$ cat src/hdl/ccr_regs.svh
// Register offsets, field positions and reset values of the core control register
`ifndef CCR_REGS_SVH
`define CCR_REGS_SVH

`define CCR_ADDR_W 4
`define CCR_CORE_CONTROL_OFS 4'h0
`define CCR_CORE_CONTROL_RST 16'h0020
`define CCR_PRIO_MSB_RST 1'b0
`define CCR_EXIT_RST 1'b0
`define CCR_RDATA_RST 16'h0000
`define CCR_LEVEL_RST 4'h0
`define CCR_BIT_LATENCY 15
`define CCR_BIT_UNIMPL 14
`define CCR_BIT_SIGN_HI 13
`define CCR_BIT_SIGN_LO 12
`define CCR_BIT_EARLY_EXIT 11
`define CCR_BIT_DEPTH_HI 10
`define CCR_BIT_DEPTH_LO 8
`define CCR_BIT_SAT_A 7
`define CCR_BIT_SAT_B 6
`define CCR_BIT_SAT_DW 5
`define CCR_BIT_SAT_WIDTH 4
`define CCR_BIT_PRIO_MSB 3
`define CCR_BIT_FIXED_ADDR 2
`define CCR_BIT_ROUND 1
`define CCR_BIT_INT_FRAC 0

`endif

$ cat src/hdl/ccr_pkg.sv
// Types shared by the core control register block
package ccr_pkg;

  // Multiply sign mode encodings
  typedef enum logic [1:0] {
    CCR_MUL_SIGNED = 2'h0,
    CCR_MUL_UNSIGNED = 2'h1,
    CCR_MUL_MIXED = 2'h2,
    CCR_MUL_RESERVED = 2'h3
  } ccr_mul_mode_t;

  // Settings that the DSP engine and core consume
  typedef struct packed {
    logic var_latency;
    ccr_mul_mode_t multiply_sign_mode;
    logic accum_a_sat_en;
    logic accum_b_sat_en;
    logic data_write_sat_en;
    logic saturation_width_sel;
    logic rounding_mode;
    logic int_frac_mode;
  } ccr_ctrl_t;

endpackage : ccr_pkg

$ cat src/hdl/ccr_core_control.sv
// Core control register of the DSP core, with its plain register port
// Summary of operation
// - The two-bit multiply sign mode gives signed 00, unsigned 01, mixed 10, reserved 11.
// - Writing one to bit 11 ends the running loop after its current pass; it reads as zero.
// - The read-only depth field shows how many hardware loops are active, zero to seven.
// - Bit 7 turns saturation of accumulator A results on or off.
// - Bit 6 turns saturation of accumulator B results on or off.
// - Bit 5 turns saturation of DSP data-space writes on, and is one after reset.
// - Bit 4 picks 9.31 super saturation when set and 1.31 normal saturation when clear.
// - Bit 3 is one while the priority level is above 7; software may clear it.
// - The four-bit priority level is bit 3 above the three status register priority bits.
`timescale 1ns/1ns
`include "ccr_regs.svh"

module ccr_core_control (
  input wire logic core_clk_i,
  input wire logic reset_i,
  input wire logic [`CCR_ADDR_W-1:0] addr_i,
  input wire logic [15:0] wdata_i,
  input wire logic wr_i,
  input wire logic rd_i,
  output logic [15:0] rdata_o,
  input wire logic [2:0] loop_nest_depth_i,
  input wire logic fixed_address_status_i,
  input wire logic [2:0] status_priority_i,
  input wire logic priority_msb_set_i,
  input wire logic priority_msb_clr_i,
  output ccr_pkg::ccr_ctrl_t ctrl_o,
  output logic loop_early_exit_o,
  output logic [3:0] cpu_priority_level_o
);

  // ----------------------------------------
  // Reset image
  // ----------------------------------------

  // Whole register image after reset
  localparam logic [15:0] ctrl_img_rst = `CCR_CORE_CONTROL_RST;

  // Writable fields picked out of the reset image
  localparam ccr_pkg::ccr_ctrl_t ctrl_rst = '{
    var_latency: ctrl_img_rst[`CCR_BIT_LATENCY],
    multiply_sign_mode:
      ccr_pkg::ccr_mul_mode_t'(ctrl_img_rst[`CCR_BIT_SIGN_HI:`CCR_BIT_SIGN_LO]),
    accum_a_sat_en: ctrl_img_rst[`CCR_BIT_SAT_A],
    accum_b_sat_en: ctrl_img_rst[`CCR_BIT_SAT_B],
    data_write_sat_en: ctrl_img_rst[`CCR_BIT_SAT_DW],
    saturation_width_sel: ctrl_img_rst[`CCR_BIT_SAT_WIDTH],
    rounding_mode: ctrl_img_rst[`CCR_BIT_ROUND],
    int_frac_mode: ctrl_img_rst[`CCR_BIT_INT_FRAC]
  };

  // ----------------------------------------
  // Register state
  // ----------------------------------------

  // Writable fields, the struct handed to the core
  ccr_pkg::ccr_ctrl_t ctrl_q;
  ccr_pkg::ccr_ctrl_t ctrl_d;
  // Priority level top bit
  logic prio_msb_q;
  logic prio_msb_d;
  // Early loop exit request
  logic exit_q;
  logic exit_d;
  // Registered read data
  logic [15:0] rdata_q;
  logic [15:0] rdata_d;
  // Registered four-bit priority level
  logic [3:0] level_q;
  logic [3:0] level_d;
  // Decoded strobes and assembled read view
  logic wr_hit;
  logic rd_hit;
  logic [15:0] view;

  // ----------------------------------------
  // Address decode
  // ----------------------------------------

  // Only the one mapped offset takes a strobe
  assign wr_hit = wr_i && (addr_i == `CCR_CORE_CONTROL_OFS);
  assign rd_hit = rd_i && (addr_i == `CCR_CORE_CONTROL_OFS);

  // ----------------------------------------
  // Writable control fields
  // ----------------------------------------

  // Next field values, all writable fields replaced by a write
  always_comb begin
    ctrl_d = ctrl_q;
    if (wr_hit) begin
      ctrl_d.var_latency = wdata_i[`CCR_BIT_LATENCY];
      ctrl_d.multiply_sign_mode =
        ccr_pkg::ccr_mul_mode_t'(wdata_i[`CCR_BIT_SIGN_HI:`CCR_BIT_SIGN_LO]);
      ctrl_d.accum_a_sat_en = wdata_i[`CCR_BIT_SAT_A];
      ctrl_d.accum_b_sat_en = wdata_i[`CCR_BIT_SAT_B];
      ctrl_d.data_write_sat_en = wdata_i[`CCR_BIT_SAT_DW];
      ctrl_d.saturation_width_sel = wdata_i[`CCR_BIT_SAT_WIDTH];
      ctrl_d.rounding_mode = wdata_i[`CCR_BIT_ROUND];
      ctrl_d.int_frac_mode = wdata_i[`CCR_BIT_INT_FRAC];
    end
  end

  // Field register
  always_ff @(posedge core_clk_i) begin
    if (reset_i) begin
      ctrl_q <= ctrl_rst;
    end else begin
      ctrl_q <= ctrl_d;
    end
  end

  // ----------------------------------------
  // Early loop exit request
  // ----------------------------------------

  // One-cycle request on a written one; a written zero has no effect
  // Bit never stored, so it always reads back as zero
  always_comb begin
    exit_d = 1'b0;
    if (wr_hit) begin
      exit_d = wdata_i[`CCR_BIT_EARLY_EXIT];
    end
  end

  // Pulse register
  always_ff @(posedge core_clk_i) begin
    if (reset_i) begin
      exit_q <= `CCR_EXIT_RST;
    end else begin
      exit_q <= exit_d;
    end
  end

  // ----------------------------------------
  // Priority level top bit
  // ----------------------------------------

  // Software may only clear the bit; a written one is ignored
  // Core raising the level wins over any clear in the same cycle
  always_comb begin
    prio_msb_d = prio_msb_q;
    if (wr_hit && !wdata_i[`CCR_BIT_PRIO_MSB]) begin
      prio_msb_d = 1'b0;
    end
    if (priority_msb_set_i) begin
      prio_msb_d = 1'b1;
    end else if (priority_msb_clr_i) begin
      prio_msb_d = 1'b0;
    end
  end

  // Top bit register
  always_ff @(posedge core_clk_i) begin
    if (reset_i) begin
      prio_msb_q <= `CCR_PRIO_MSB_RST;
    end else begin
      prio_msb_q <= prio_msb_d;
    end
  end

  // ----------------------------------------
  // Four-bit priority level
  // ----------------------------------------

  // Next top bit used so the level moves with it, not a cycle later
  always_comb begin
    level_d = {prio_msb_d, status_priority_i};
  end

  // Level register
  always_ff @(posedge core_clk_i) begin
    if (reset_i) begin
      level_q <= `CCR_LEVEL_RST;
    end else begin
      level_q <= level_d;
    end
  end

  // ----------------------------------------
  // Read view
  // ----------------------------------------

  // Stored fields, live core status, zero for bits 14 and 11
  always_comb begin
    view = 16'h0000;
    view[`CCR_BIT_LATENCY] = ctrl_q.var_latency;
    view[`CCR_BIT_UNIMPL] = 1'b0;
    view[`CCR_BIT_SIGN_HI:`CCR_BIT_SIGN_LO] = ctrl_q.multiply_sign_mode;
    view[`CCR_BIT_EARLY_EXIT] = 1'b0;
    view[`CCR_BIT_DEPTH_HI:`CCR_BIT_DEPTH_LO] = loop_nest_depth_i;
    view[`CCR_BIT_SAT_A] = ctrl_q.accum_a_sat_en;
    view[`CCR_BIT_SAT_B] = ctrl_q.accum_b_sat_en;
    view[`CCR_BIT_SAT_DW] = ctrl_q.data_write_sat_en;
    view[`CCR_BIT_SAT_WIDTH] = ctrl_q.saturation_width_sel;
    view[`CCR_BIT_PRIO_MSB] = prio_msb_q;
    view[`CCR_BIT_FIXED_ADDR] = fixed_address_status_i;
    view[`CCR_BIT_ROUND] = ctrl_q.rounding_mode;
    view[`CCR_BIT_INT_FRAC] = ctrl_q.int_frac_mode;
  end

  // ----------------------------------------
  // Read data
  // ----------------------------------------

  // View for one cycle after a mapped read, zero otherwise
  always_comb begin
    rdata_d = 16'h0000;
    if (rd_hit) begin
      rdata_d = view;
    end
  end

  // Read data register
  always_ff @(posedge core_clk_i) begin
    if (reset_i) begin
      rdata_q <= `CCR_RDATA_RST;
    end else begin
      rdata_q <= rdata_d;
    end
  end

  // ----------------------------------------
  // Outputs
  // ----------------------------------------

  // Outputs straight from flip-flops
  assign ctrl_o = ctrl_q;
  assign loop_early_exit_o = exit_q;
  assign cpu_priority_level_o = level_q;
  assign rdata_o = rdata_q;

endmodule : ccr_core_control

$ cat config.mk
export PLATFORM = sky130hd
export DESIGN_NAME = ccr_core_control
export DESIGN_NICKNAME = d
export VERILOG_FILES = /design/src/hdl/ccr_pkg.sv /design/src/hdl/ccr_core_control.sv
export VERILOG_INCLUDE_DIRS = /design/src /design/src/hdl
export SDC_FILE = /design/constraint.sdc
export NUM_CORES = 1
export LEC_CHECK = 0
export BUFFER_PORTS_ARGS = -buffer_cell sky130_fd_sc_hd__buf_2
export CAP_MARGIN = 30
export CORE_UTILIZATION = 40
export CTS_CLUSTER_SIZE = 20
export DETAILED_ROUTE_END_ITERATION = 7
export HOLD_SLACK_MARGIN = 0.05
export PLACE_DENSITY = 0.81
export SLEW_MARGIN = 0
export SYNTH_ARGS = -nofsm -noshare
export SYNTH_HDL_FRONTEND = slang
export SYNTH_SLANG_ARGS = --single-unit
$ cat constraint.sdc
create_clock -name core_clk_i -period 1.5 [get_ports core_clk_i]
set_input_delay 0.3 -clock core_clk_i [delete_from_list [all_inputs] [get_ports core_clk_i]]
set_output_delay 0.3 -clock core_clk_i [all_outputs]
set_load 0.1 [all_outputs]
==> impl_metrics.env <==
export IMPL_synth_seq_cells=28
export IMPL_max_stage_delay_ns=0.44
export IMPL_vias=797
export IMPL_required_ns=1.20
export IMPL_dieArea_um2=2664
export IMPL_grt_max_degree=24
export IMPL_period_needed_ns=1.435
export IMPL_dpl_hpwl_um=1470
export IMPL_total_leakage_power_nw=0.6445
export IMPL_yosysWarningCount=0
export IMPL_crit_buf_inv=1
export IMPL_syn_inst=89
export IMPL_wl_per_cell_um=11.03
export IMPL_min_path_type="in -> reg"
export IMPL_drc=0
export IMPL_reg2reg_slack_ns=0.80
export IMPL_synth_common_cells="dfxtp_1 (28), and2_2 (12), nand2b_1 (8), nand4b_1 (8), o21ai_0 (8)"
export IMPL_fp_coreArea_um2=2276
export IMPL_insertion_delay_ns=0.31
export IMPL_synth_most_common_cell="dfxtp_1"
export IMPL_synth_top_area_share_pct=56.93
export IMPL_status="finished, final reports clean"
export IMPL_finalHoldViolations=0
export IMPL_first_global_vias=715
export IMPL_finalNetCount=178
export IMPL_cp_end_kind="output port"
export IMPL_synth_edf_count=0
export IMPL_powerDensity_nw_per_um2=986.4
export IMPL_io_pins=63
export IMPL_wirelength_um=1897
export IMPL_synth_cell_types=19
export IMPL_finalCritPeriodShare_pct=95.68
export IMPL_cts_htree_levels=1
export IMPL_rr_endpoint="prio_msb_q$_SDFF_PP0_"
export IMPL_critical_path_top_delay_family="buffers and inverters"
export IMPL_post_cts_buffers=0
export IMPL_root_buffer="clkbuf_4"
export IMPL_syn_avg_cell_area_um2=11.06
export IMPL_antenna_cells=0
export IMPL_cts_buffers=3
export IMPL_gp_congestion=0.6750
export IMPL_cp_data_arrival_time_ns=1.14
export IMPL_netlist_area_um2=984.7
export IMPL_drive_gt1_share_pct=52.78
export IMPL_crit_path_cell_trace="buf_2"
export IMPL_cts_resized=0
export IMPL_numPortBuffers=55
export IMPL_clock_path_buffers=2
export IMPL_cts_tree="built"
export IMPL_antenna_found_initial=0
export IMPL_antenna_left=0
export IMPL_via_per_inst=4.634
export IMPL_r2r_cells=2
export IMPL_maxCapViolations=0
export IMPL_first_pass_iters=6
export IMPL_cts_clk_slew_worst_paths_ns=0.14
export IMPL_critPathKind="reg -> out"
export IMPL_worstHoldStart="status_priority_i[2]"
export IMPL_holdBufCountCts=0
export IMPL_ir_drop_mv=0.4624
export IMPL_syn_to_final_growth_pct=32.53
export IMPL_die_w_um=51.62
export IMPL_regToRegStartpoint="prio_msb_q$_SDFF_PP0_"
export IMPL_drt_iter0_drc=8
export IMPL_cts_sinks=28
export IMPL_finalCoreUtilization_pct=57.34
export IMPL_synthTopCellsByArea="dfxtp_1 (57%), and2_2 (9.1%), nand4b_1 (7.1%), nand2b_1 (5.1%), o21ai_0 (4.1%)"
export IMPL_async_flop_share_pct=0
export IMPL_synth_top_area_cell="dfxtp_1"
export IMPL_crit_path_start_kind="flop"
export IMPL_die_h_um=51.62
export IMPL_finalClockSkew_ns=0.002864
export IMPL_yosysSeqAreaShare_pct=56.93
export IMPL_grt_setup_unrepaired="false"
export IMPL_num_rows=17
export IMPL_fmax_ghz=0.6968
export IMPL_initial_utilization_pct=43.27
export IMPL_synthFlopType="dfxtp_1"
export IMPL_grt_remaining_overflow=0
export IMPL_slowest_stage="buf_2"
export IMPL_setup_violations_final=0
export IMPL_hold_path_end="cpu_priority_level_o[2]$_SDFF_PP0_"
export IMPL_grt_util_all_layers_pct=15.33
export IMPL_crit_fanout=3
export IMPL_hold_depth=2
export IMPL_finalPower_mw=1.287
export IMPL_final_max_slew_viol_count=0
export IMPL_grt_pass1_wl_um=3022
export IMPL_fin_setup_tns_ns=0
==> layout by cell type, fill, tap and decap left out, drive strengths merged <==
cell	netlist	final
nand4b	8	8
nor2b	3	3
clkbuf	3	4
nor2	3	3
inv	1	1
dfxtp	28	28
a21oi	1	1
and2	15	15
buf	5	58
o21ai	8	8
nor4	1	1
a211oi	1	1
conb	1	2
and3b	2	2
mux2i	1	1
nand2b	8	8
==> worst max path at each step <==
stage / start / to / slack (ns) / depth (start not counted)
6_report: ctrl_o[5]$_SDFFE_PP0N_ / ctrl_o[5] / 0.06 / 1
4_1_cts: ctrl_o[5]$_SDFFE_PP0N_ / ctrl_o[5] / 0.06 / 1
5_1_grt: ctrl_o[5]$_SDFFE_PP0N_ / ctrl_o[5] / 0.02 / 1
3_5_place_dp: addr_i[3] / ctrl_o[3]$_SDFFE_PP1N_ / 0.11 / 4
3_3_place_gp: addr_i[3] / ctrl_o[3]$_SDFFE_PP1N_ / 0.12 / 4
2_1_floorplan: addr_i[3] / ctrl_o[3]$_SDFFE_PP1N_ / 0.20 / 4
==> cells by family (layout without fill, tap and decap cells) <==
family                 count (synthesis)  after routing  share of synthesized area [%]
other                                  1              2                         0.3808
AOI/OAI and AO/OA                     10             10                          5.337
buffers and inverters                  9             63                          5.718
and+or+nand+nor                       40             40                          30.62
DFF                                   28             28                          56.93
muxes                                  1              1                          1.017
==> metal layers <==
metal  up-vias  track usage [%]  share of wire [%]
met3         2            3.801                7.5
li1        397                -                  -
met4         0            7.658                1.0
met5         -                0                  0
met2        36            27.49                 51
met1       362            16.55                 40
==> worst register-to-register path, delay by kind of cell (launching register included) <==
family | cells | cell delay (ns)
AOI/OAI and AO/OA | 2 | 0.26
DFF | 1 | 0.37
==> layout make-up <==
class | instances | area (um^2)
Clock buffer | 4 | 36.28
Fill cell | 206 | 970.9
Inverter | 1 | 3.754
Multi-Input combinational cell | 53 | 371.6
Sequential cell | 28 | 560.5
Tap cell | 28 | 35.03
Timing Repair Buffer | 58 | 297.8
==> through the flow <==
| step | cells | setup WS, ns | area, um^2 | hold WS, ns |
|---|---|---|---|---|
| floorplan | 90 | 0.2042 | 988.4 | 0.4217 |
| global placement | 168 | 0.1231 | 1269 | 0.4655 |
| detailed placement | 168 | 0.1140 | 1269 | 0.4702 |
| CTS | 172 | 0.05864 | 1305 | 0.1793 |
| global route | 172 | 0.01788 | 1305 | 0.1697 |
| finish | 172 | 0.06478 | 1305 | 0.1883 |
==> state kept, by name (all words and copies together) (netlist names) <==
signal,cells
loop_early_exit_o,1
prio_msb_q,1
cpu_priority_level_o,3
ctrl_o,9
rdata_o,14
==> power by group <==
| group | internal [mW] | switching, mW | total, mW |
|---|---|---|---|
| combinational | 0.0497 | 0.131 | 0.181 |
| clock | 0.148 | 0.200 | 0.348 |
| sequential | 0.754 | 0.00405 | 0.758 |
Power figures use the tool's default switching activity.
